`config.mk`:
```
export PLATFORM = sky130hd
export DESIGN_NAME = fes_sequencer
export DESIGN_NICKNAME = d
export VERILOG_FILES = /design/src/fes_pkg.sv /design/src/fes_sequencer.sv
export SDC_FILE = /design/constraint.sdc
export NUM_CORES = 1
export LEC_CHECK = 0
export BUFFER_PORTS_ARGS = -buffer_cell sky130_fd_sc_hd__clkbuf_2
export CORE_ASPECT_RATIO = 0.8
export CORE_MARGIN = 2
export CORE_UTILIZATION = 40
export DETAILED_ROUTE_END_ITERATION = 16
export HOLD_SLACK_MARGIN = 0.1
export SYNTH_ARGS = -nofsm -noshare
export SYNTH_HDL_FRONTEND = slang
export SYNTH_SLANG_ARGS = --single-unit
```
`constraint.sdc`:
```
create_clock -name clk -period 5.9 [get_ports clk]
set_input_delay 0 -clock clk [delete_from_list [all_inputs] [get_ports clk]]
set_output_delay 0 -clock clk [all_outputs]
set_load 0.01 [all_outputs]
```
`src/fes_pkg.sv`:
```
/*
  Package for the flash erase sequencer: command codes, status bit
  positions, sequencer states, timing counts and carrier structs.
  Assumes a 250 MHz clock and a byte-wide host write/read port.
*/
`default_nettype none
package fes_pkg;
  localparam int          NUM_SECTORS = 8;
  localparam logic [7:0]  CMD_AA      = 8'h00_AA;
  localparam logic [7:0]  CMD_55      = 8'h00_55;
  localparam logic [7:0]  CMD_ERASE   = 8'h00_80;
  localparam logic [7:0]  CMD_BULK    = 8'h00_10;
  localparam logic [7:0]  CMD_SECTOR  = 8'h00_30;
  localparam logic [7:0]  CMD_SUSPEND = 8'h00_B0;
  localparam logic [7:0]  CMD_RESUME  = 8'h00_30;
  localparam logic [7:0]  CMD_RESET   = 8'h00_F0;
  localparam logic [7:0]  PREPROG_VAL = 8'h00_00;
  localparam logic [7:0]  ERASED_VAL  = 8'h00_FF;
  localparam int          BIT_POLL    = 7;
  localparam int          BIT_TOGGLE  = 6;
  localparam int          BIT_ERROR   = 5;
  localparam int          BIT_WINDOW  = 3;
  localparam int          CLK_MHZ     = 250;
  localparam int          WINDOW_US   = 100;
  localparam int          WINDOW_CYC  = WINDOW_US * CLK_MHZ;
  localparam int          SUSP_MIN_NS = 100;
  localparam int          SUSP_CYC    = (SUSP_MIN_NS * CLK_MHZ + 999) / 1000;
  localparam int          ERASE_CYC   = 65536;
  localparam int          MAX_TRIES   = 4;

  typedef enum logic [2:0] {
    FES_READ    = 3'b000,
    FES_COLLECT = 3'b001,
    FES_WINDOW  = 3'b010,
    FES_ERASE   = 3'b011,
    FES_SUSPEND = 3'b100,
    FES_BULK    = 3'b101,
    FES_SUSPING = 3'b110
  } fes_state_t;

  typedef struct packed {
    logic       wr;
    logic       rd;
    logic [7:0] addr_lo;
    logic [7:0] data;
    logic [7:0] sel;
  } fes_bus_t;

  typedef struct packed {
    logic       status_en;
    logic [7:0] status;
    logic       array_valid;
  } fes_rd_t;
endpackage
`default_nettype wire

```
`src/fes_sequencer.sv`:
```
/*
  Flash erase command sequencer: decodes host command writes, runs bulk
  and sector erase, the latter with appending window, suspend and resume, and gates
  protected sectors. Assumes the address decoder supplies one-hot sector
  selects in the same clock domain, and that the array itself performs
  pre-program and erase when told by the preprog_q and erasing_q levels.
*/
`default_nettype none
module fes_sequencer #(
  parameter int WINDOW_CYCLES = fes_pkg::WINDOW_CYC,
  parameter int ERASE_CYCLES  = fes_pkg::ERASE_CYC
) (
  input  wire logic                clk,
  input  wire logic                rst,
  input  wire fes_pkg::fes_bus_t   bus,
  input  wire logic [7:0]          prot_bits,
  input  wire logic                erase_fail,
  output logic [7:0]               prot_rd_q,
  output fes_pkg::fes_rd_t         rd_q,
  output logic [7:0]               erase_mask_q,
  output logic                     preprog_q,
  output logic                     erasing_q,
  output logic [7:0]               invalid_mask_q,
  output logic                     busy
);
  import fes_pkg::*;

  localparam logic [7:0] ST_WIN_BIT = 8'h00_08;

  fes_state_t  state_q;
  logic [2:0]  step_q;
  logic [31:0] tmr_q;
  logic [2:0]  tries_q;
  logic        err_q;
  logic        tog_q;
  logic        bulk_q;
  logic [7:0]  active_sel;
  logic        any_sel;
  logic        wr_cmd;

  function automatic logic [7:0] unprot(input logic [7:0] s, input logic [7:0] p);
    unprot = s & ~p;
  endfunction

  assign any_sel    = |bus.sel;
  assign active_sel = unprot(bus.sel, prot_bits);
  assign wr_cmd     = bus.wr && any_sel;
  assign busy       = (state_q == FES_ERASE) || (state_q == FES_BULK) || (state_q == FES_WINDOW);

  // Expected byte of the five-write erase prefix at each step, then CMD_SECTOR as the sixth
  function automatic logic [7:0] seq_byte(input logic [2:0] s);
    case (s)
      3'd0: seq_byte = CMD_AA;
      3'd1: seq_byte = CMD_55;
      3'd2: seq_byte = CMD_ERASE;
      3'd3: seq_byte = CMD_AA;
      3'd4: seq_byte = CMD_55;
      default: seq_byte = CMD_SECTOR;
    endcase
  endfunction

  // Command state machine
  always_ff @(posedge clk or posedge rst) begin
    if (rst) begin
      state_q      <= FES_READ;
      step_q       <= 3'd0;
      tmr_q        <= 32'd0;
      erase_mask_q <= 8'h00_00;
      bulk_q       <= 1'b0;
      tries_q      <= 3'd0;
    end else begin
      case (state_q)
        FES_READ: begin
          if (wr_cmd && bus.data == CMD_AA) begin
            state_q <= FES_COLLECT;
            step_q  <= 3'd1;
          end
        end
        FES_COLLECT: begin
          if (wr_cmd) begin
            if (step_q == 3'd5 && bus.data == CMD_BULK) begin
              if (unprot(8'h00_FF, prot_bits) != 8'h00_00) begin
                erase_mask_q <= unprot(8'h00_FF, prot_bits);
                bulk_q       <= 1'b1;
                tmr_q        <= 32'd0;
                tries_q      <= 3'd0;
                state_q      <= FES_BULK;
              end else begin
                state_q <= FES_READ;
              end
            end else if (step_q == 3'd5 && bus.data == CMD_SECTOR) begin
              erase_mask_q <= active_sel;
              tmr_q        <= 32'd0;
              state_q      <= FES_WINDOW;
            end else if (bus.data == seq_byte(step_q)) begin
              step_q <= step_q + 3'd1;
            end else begin
              state_q <= FES_READ;
            end
          end
        end
        FES_WINDOW: begin
          if (wr_cmd && bus.data == CMD_SECTOR) begin
            erase_mask_q <= erase_mask_q | active_sel;
            tmr_q        <= 32'd0;
          end else if (wr_cmd && bus.data == CMD_SUSPEND) begin
            tmr_q   <= 32'd0;
            state_q <= FES_SUSPING;
          end else if (wr_cmd) begin
            erase_mask_q <= 8'h00_00;
            state_q      <= FES_READ;
          end else if (tmr_q >= 32'(WINDOW_CYCLES - 1)) begin
            tmr_q   <= 32'd0;
            tries_q <= 3'd0;
            bulk_q  <= 1'b0;
            state_q <= (erase_mask_q == 8'h00_00) ? FES_READ : FES_ERASE;
          end else begin
            tmr_q <= tmr_q + 32'd1;
          end
        end
        FES_ERASE, FES_BULK: begin
          if (state_q == FES_ERASE && wr_cmd && bus.data == CMD_SUSPEND) begin
            tmr_q   <= 32'd0;
            state_q <= FES_SUSPING;
          end else if (state_q == FES_ERASE && wr_cmd && bus.data == CMD_RESET) begin
            erase_mask_q <= 8'h00_00;
            state_q      <= FES_READ;
          end else if (tmr_q >= 32'(ERASE_CYCLES - 1)) begin
            tmr_q <= 32'd0;
            if (erase_fail && tries_q != 3'(MAX_TRIES - 1)) begin
              tries_q <= tries_q + 3'd1;
            end else begin
              erase_mask_q <= 8'h00_00;
              state_q      <= FES_READ;
            end
          end else begin
            tmr_q <= tmr_q + 32'd1;
          end
        end
        FES_SUSPING: begin
          if (tmr_q >= 32'(SUSP_CYC - 1)) begin
            state_q <= FES_SUSPEND;
          end else begin
            tmr_q <= tmr_q + 32'd1;
          end
        end
        FES_SUSPEND: begin
          if (wr_cmd && bus.data == CMD_RESUME) begin
            tmr_q   <= 32'd0;
            state_q <= FES_ERASE;
          end else if (wr_cmd && bus.data == CMD_RESET) begin
            erase_mask_q <= 8'h00_00;
            state_q      <= FES_READ;
          end
        end
        default: state_q <= FES_READ;
      endcase
    end
  end

  // Sectors left invalid by an erase aborted with the reset command, running or suspended
  always_ff @(posedge clk or posedge rst) begin
    if (rst) begin
      invalid_mask_q <= 8'h00_00;
    end else if (state_q == FES_SUSPEND && wr_cmd && bus.data == CMD_RESET) begin
      invalid_mask_q <= invalid_mask_q | erase_mask_q;
    end else if (state_q == FES_ERASE && wr_cmd && bus.data == CMD_RESET) begin
      invalid_mask_q <= invalid_mask_q | erase_mask_q;
    end else if (state_q == FES_ERASE && tmr_q == 32'd0) begin
      invalid_mask_q <= invalid_mask_q & ~erase_mask_q;
    end else if (state_q == FES_BULK && tmr_q == 32'd0) begin
      invalid_mask_q <= invalid_mask_q & ~erase_mask_q;
    end
  end

  // Error flag: set on final failed retry, cleared by reset command outside bulk erase
  always_ff @(posedge clk or posedge rst) begin
    if (rst) begin
      err_q <= 1'b0;
    end else if ((state_q == FES_ERASE || state_q == FES_BULK) && tmr_q >= 32'(ERASE_CYCLES - 1)
                 && erase_fail && tries_q == 3'(MAX_TRIES - 1)) begin
      err_q <= 1'b1;
    end else if (wr_cmd && bus.data == CMD_RESET && state_q != FES_BULK) begin
      err_q <= 1'b0;
    end
  end

  // Array drive: first 32768 cycles of each erase pass (tmr_q[15] low) pre-program to zero
  always_ff @(posedge clk or posedge rst) begin
    if (rst) begin
      preprog_q <= 1'b0;
      erasing_q <= 1'b0;
    end else begin
      preprog_q <= (state_q == FES_ERASE || state_q == FES_BULK) && !tmr_q[15];
      erasing_q <= (state_q == FES_ERASE || state_q == FES_BULK) && tmr_q[15];
    end
  end

  // Toggle bit flips on each status read with a sector selected while busy or suspending
  always_ff @(posedge clk or posedge rst) begin
    if (rst) begin
      tog_q <= 1'b0;
    end else if (bus.rd && any_sel && (busy || state_q == FES_SUSPING)) begin
      tog_q <= ~tog_q;
    end
  end

  // Read answer, one cycle after the read strobe
  always_ff @(posedge clk or posedge rst) begin
    if (rst) begin
      rd_q      <= '0;
      prot_rd_q <= 8'h00_00;
    end else begin
      prot_rd_q                   <= prot_bits;
      rd_q.status_en              <= bus.rd && (busy || state_q == FES_SUSPING);
      rd_q.status                 <= 8'h00_00;
      rd_q.status[BIT_POLL]       <= 1'b0;
      rd_q.status[BIT_TOGGLE]     <= tog_q;
      rd_q.status[BIT_ERROR]      <= err_q;
      rd_q.status[BIT_WINDOW]     <= (state_q != FES_WINDOW);
      rd_q.array_valid            <= bus.rd && !busy && state_q != FES_SUSPING
                                     && ((bus.sel & (invalid_mask_q
                                     | ((state_q == FES_SUSPEND) ? erase_mask_q : 8'h00_00))) == 8'h00_00);
    end
  end

  logic unused_ok;
  assign unused_ok = ^{bus.addr_lo, ST_WIN_BIT, bulk_q, ERASED_VAL, PREPROG_VAL, NUM_SECTORS};
endmodule
`default_nettype wire

```
Yosys cells after proc, flatten, opt, wreduce, memory -nomap -nowiden
Index checks and enable logic that the tools add are counted.

word-level totals
  register bits after elaboration = 74
  input bits = 37
  output and inout port bits = 37
  logic and storage cells = 213

cells by class
  add/sub/neg operators = 3
  $lt $le $gt $ge = 3
  eq/ne operators = 55
  multiplexer cells = 76
  bitwise logic cells = 9
  reductions and logical operators = 53

operator list
  kind                   number
  $mux 32                13
  $mux 8                 22
  $pmux 32 s5            1
  $mux 3                 32
  $ne 2x2->1 const B     19
  $add 32x1->32 const B  1
  $ge 32x15->1 const B   1
  $ge 32x16->1 const B   1
  $ge 32x5->1 const B    1
  $logic_not 32->1       1
  $pmux 8 s4             1
  $logic_and 1x1->1      27
  $and 8x8->8            3
  $eq 8x8->1 const B     3
  $ne 3x3->1 const B     8
  $or 8x8->8             3
  $pmux 8 s3             1
  $pmux 3 s6             1
  $logic_not 8->1        2
  $not 8->8              2
  $eq 3x2->1 const B     5
  $eq 3x3->1 const B     5
  $ne 3x2->1 const B     4
  $ne 4x4->1 const B     3
  other kinds (27)       39

Depth between registers and ports, before layout
  depth in word-level cells = 13
  depth in mapped cells = 11
  gate-level depth less buffers = 9

Least setup slack after synthesis
No wires, ideal clock.

  path kind = flip-flop to flip-flop
  start = register tmr_q[0]
  end = register tmr_q[14]
  setup time = 0.103 ns
  arrival = 2.374 ns
  data required time = 5.797 ns
  slack = 3.422 ns
  stages on the path, launching flop included = 10
  buffers on the path = 1
  period minus slack after synthesis = 2.478 ns
  path through = dfrtp_1 > ha_1 > a2111oi_1 > o31ai_1 > a2111oi_4 > a21oi_2 > o22ai_4 > nand2_2 > buf_6 > o41ai_2

between the ends
  cells in the longest elaborated chain, start to end = 6
  elaborated cells between the ends (all ways) = 15
  those cells by class = add/sub (1); order compare (3); eq/ne (1); mux (9); reduce/logical (1)

RTL lines
  element                                               line                  text
  from (decl)                                           fes_sequencer.sv:32   logic [31:0] tmr_q;
  from (signal assigned)                                fes_sequencer.sv:118  tmr_q <= tmr_q + 32'd1;
  from (signal assigned)                                fes_sequencer.sv:137  tmr_q <= tmr_q + 32'd1;
  from (signal assigned)                                fes_sequencer.sv:144  tmr_q <= tmr_q + 32'd1;
  $add 32x1->32 / $ge 32x15->1 (equally long branches)  --
  $mux 32                                               fes_sequencer.sv:112  end else if (tmr_q >= 32'(WINDOW_CYCLES - 1)) begin
  $mux 32                                               fes_sequencer.sv:109  end else if (wr_cmd) begin
  $mux 32                                               fes_sequencer.sv:106  end else if (wr_cmd && bus.data == CMD_SUSPEND) begin
  $mux 32                                               fes_sequencer.sv:103  if (wr_cmd && bus.data == CMD_SECTOR) begin
  $pmux 32 s5                                           fes_sequencer.sv:72   case (state_q)

Several ways; a longest one is shown, not always the timed one. The select of a mux whose other input is x is not followed.
A chain may end at the register's enable or synchronous reset.

Final worst setup path
  start = register state_q[0]
  end = register state_q[0]

between the ends
  cells in the longest elaborated chain, start to end = 6
  elaborated cells between the ends (all ways) = 24
  those cells by class = eq/ne (15); mux (3); reduce/logical (6)

RTL lines
  element                 line                                                             text
  from (decl)             fes_sequencer.sv:30                                              fes_state_t state_q;
  from (signal assigned)  fes_sequencer.sv:116                                             state_q <= (erase_mask_q == 8'h00_00) ? FES_READ : FES_ERASE;
  $eq 3x2->1              fes_sequencer.sv:72, fes_sequencer.sv:122, fes_sequencer.sv:125
  $logic_and 1x1->1       fes_sequencer.sv:122, fes_sequencer.sv:125
  $logic_and 1x1->1       fes_sequencer.sv:125                                             end else if (state_q == FES_ERASE && wr_cmd && bus.data == CMD_RESET) begin
  $mux 3                  fes_sequencer.sv:125
  $mux 3                  fes_sequencer.sv:122                                             if (state_q == FES_ERASE && wr_cmd && bus.data == CMD_SUSPEND) begin
  $pmux 3 s6              fes_sequencer.sv:72

Several ways; a longest one is shown, not always the timed one.

==> results.md <==
- Post-DP HPWL: 8.00 mm
- CTS clk-pin slew, worst paths: 0.06 ns
- Simple-gate area share of the yosys netlist: 0.248
- Initial antenna violation count: 0
- Drt pass-1 iters: 5
- Worst Max-Slew Pin Slew: 0.935 ns
- Cells after Synth: 473
- Crit end category: flip-flop
- Grt total ovfl: 0
- Clock Tree Buf Depth: 2
- Largest stage delay, worst path: 0.82 ns
- CP cell instances: inv_1 -> nor3_1 -> o2111ai_1 -> a2111oi_0 -> nor4_2 -> o21ai_1 -> mux2_1
- CP Class: flip-flop to flip-flop
- Final slew viol count: 0
- MaxCap Viol Count: 0
- Synth warn: 0
- Slowest cell on the critical path: nor3_1
- #FFs+latches synth: 74
- Worst Path Arrival: 3.58 ns
- Status: completed
- Min cycle time layout: 3.36 ns
- Post-Syn Area: 4400 sq um
- VDD IR max: 0.000168 V
- Worst Path Buf+Inv: 1
- Total GRT Usage: 0.195
- Antenna cell count: 0
- Largest family of logic cells by synthesized area: simple AND/OR/NAND/NOR gates
- Final wirelength: 11.4 mm
- Post-synth EDFFs: 0
- Syn_area_per_cell: 9.30 sq um
- Layout cells sized above 1: 0.185
- Via Count: 4033
- Setup Viol. Count Final: 0
- Row Count: 34
- First-pass GRT wire length: 18.7 mm
- Ys async rst share: 1.00
- Setup Skew: 0.00541 ns
- Largest net degree at the start of global routing: 75
- CTS H-tree depth: 3
- Netlist cell types: 74
- Clock Latency Late Sink: 0.33 ns
- Synth Area in XOR/XNOR: 0.00199
- Seq/Total Area, Yosys: 0.421
- Io pins: 74
- Mux cell area share after synthesis: 0.0122
- F_max: 297 MHz
- R2R Setup Slk: 2.54 ns
- Worst slew margin: 0.372
- Pwr dens: 392 nW/um^2
- Lkg Pwr: 2.34 nW
- Starting density of the core: 0.407
- Buffers on Ports: 60
- Worst setup SP type: flip-flop
- DR vias/cell: 5.81
- Max FO, Critical Path: 20
- Die footprint: 11900 sq um
- Setup_tns: 0 ns
- Critical Path RT: 6.11 ns
- Compound-gate portion of the synthesized area: 0.246
- RePlAce Congestion: 0.911
- Core Area: 10800 sq um
- HP Class: input pin to flip-flop
- RSZ-0062 raised after global routing: false
- Vias in the first global route: 3631
- Die Y: 97.8 um
- Root buffer cell: clkbuf_16
- Antenna Violating Nets Remaining: 0
- Worst-case setup margin in the final layout: 2.54 ns
- Synthesized-area fraction occupied by adder cells: 0.0284
- CTS Sinks: 74
- Routed len/inst: 16.4 um
- Area Growth Syn to Fin: 20.2%
- Detailed router's first-iteration violation count: 520
- CTS tree: done
- Final Hold Vio Count: 0
- Drc violations: 0
- Most used DFF post-synth: dfrtp_1
- Crit share post-route: 0.570
- Cell family with the largest share of critical-path delay: simple AND/OR/NAND/NOR gates
- PostCTS Resize Cnt: 0
- Die W: 121 um
- CTS Buf Count: 9
- Total Nets Final: 592
- Pre-CTS WS: 2.60 ns
[cell usage in the layout (no fill, tap or decap), drive strengths merged, types with 5 or more instances in the layout]
cell	instances
nand3	20
and3	6
clkbuf	70
conb	5
o21ai	20
a21o	10
nor3	9
a211oi	5
a2bb2oi	6
a41oi	6
and2	6
a2111oi	6
dlygate4sd3	20
ha	10
nor2	61
a22o	22
o31ai	5
nand4	17
a21oi	13
nand2	50
o311ai	6
nor4	17
o21a	9
inv	16
dfrtp	74
[cell usage after synthesis (2+ instances only)]
| cell type | number | area [sq um] |
|---|---|---|
| a2111oi_0 | 3 | 26.3 |
| a211oi_1 | 5 | 37.5 |
| a21o_1 | 10 | 75.1 |
| a21oi_1 | 12 | 60.1 |
| a22o_1 | 22 | 193 |
| a22oi_1 | 3 | 22.5 |
| a2bb2oi_1 | 5 | 43.8 |
| a31oi_1 | 3 | 18.8 |
| a41oi_1 | 6 | 52.6 |
| and2_1 | 6 | 37.5 |
| and3_1 | 6 | 37.5 |
| and4_1 | 3 | 26.3 |
| buf_2 | 8 | 40.0 |
| buf_4 | 6 | 45.0 |
| clkbuf_1 | 9 | 33.8 |
| dfrtp_1 | 74 | 1850 |
| ha_1 | 10 | 125 |
| inv_1 | 14 | 52.6 |
| mux2_1 | 2 | 22.5 |
| mux2i_1 | 2 | 20.0 |
| nand2_1 | 49 | 184 |
| nand2b_1 | 3 | 18.8 |
| nand3_1 | 19 | 95.1 |
| nand4_1 | 16 | 100 |
| nor2_1 | 60 | 225 |
| nor2b_1 | 4 | 25.0 |
| nor3_1 | 9 | 45.0 |
| nor4_1 | 9 | 56.3 |
| nor4_2 | 7 | 87.6 |
| nor4b_1 | 2 | 17.5 |
| o21a_1 | 9 | 67.6 |
| o21ai_0 | 18 | 90.1 |
| o21ai_1 | 2 | 10.0 |
| o21bai_1 | 3 | 22.5 |
| o22ai_1 | 3 | 18.8 |
| o311ai_1 | 5 | 43.8 |
| o31ai_1 | 5 | 37.5 |
| o41ai_1 | 2 | 17.5 |
| or3_1 | 4 | 25.0 |
[report_power, final]
| part | total [mW] | internal (mW) | switching [mW] |
|---|---|---|---|
| Clock | 0.589 | 0.372 | 0.217 |
| Combinational | 0.805 | 0.297 | 0.508 |
| Sequential | 0.681 | 0.572 | 0.109 |
| Total | 2.07 | 1.24 | 0.833 |
[worst reg2reg max path, delay by kind of cell, from the launching register on]
kind	cells	cell delay, ns
buf+inv	1	0.25
simple gates	2	0.99
compound gates	3	0.90
flops	1	0.76
mux	1	0.33
[what timing repair did]
action,4_1_cts,5_1_grt
hold buffers,20,0
endpoints found under the hold margin,94,0
buffers inserted,0,0
[through the flow]
step	std cells	total power, mW	utilization	cell area [sq um]	hold WS (ns)
6_report	694	2.07	0.489	5290	0.293
5_1_grt	694	2.20	0.489	5290	0.324
4_1_cts	694	2.07	0.489	5290	0.271
3_3_place_gp	658	1.45	0.442	4770	0.140
2_1_floorplan	477	1.26	-	4410	0.0314
3_5_place_dp	658	1.47	0.442	4770	0.142
[final cells by class]
cell class                      count  area, sq um
Clock inverter                      6         87.6
Clock buffer                       10          229
Multi-Input combinational cell    365         2380
Inverter                           14         52.6
Timing Repair Buffer               81          508
Tap cell                          144          180
Sequential cell                    74         1850
Fill cell                        1026         5520
[kinds of logic after synthesis]
family	after synthesis
AOI/OAI and AO/OA	136
xor gates and xnor gates	1
and+or+nand+nor	208
other	1
buffers and inverters	38
muxes	5
DFF	74
adders and majority gates	10
[per-layer routing]
| metal | share of wire | GRT usage |
|---|---|---|
| met2 | 0.43 | 0.283 |
| met4 | 0.010 | 0.0363 |
| met1 | 0.51 | 0.305 |
| met5 | 0 | 0 |
| met3 | 0.053 | 0.0374 |
[final timing paths]
path,startpoint,end,cells past startpoint
hold reg to reg,tog_q$_DFFE_PP0P_,rd_q[7]$_DFF_PP0_,0
setup / recovery,state_q[0]$_DFFE_PP0P_,state_q[0]$_DFFE_PP0P_,7
min in group asynchronous,rst,tmr_q[20]$_DFFE_PP0P_,4
setup reg to reg,state_q[0]$_DFFE_PP0P_,state_q[0]$_DFFE_PP0P_,7
max in group asynchronous,rst,tmr_q[14]$_DFFE_PP0P_,4
hold / removal,bus[11],err_q$_DFFE_PP0P_,5
Note: power is estimated with default switching activity, not from simulation.
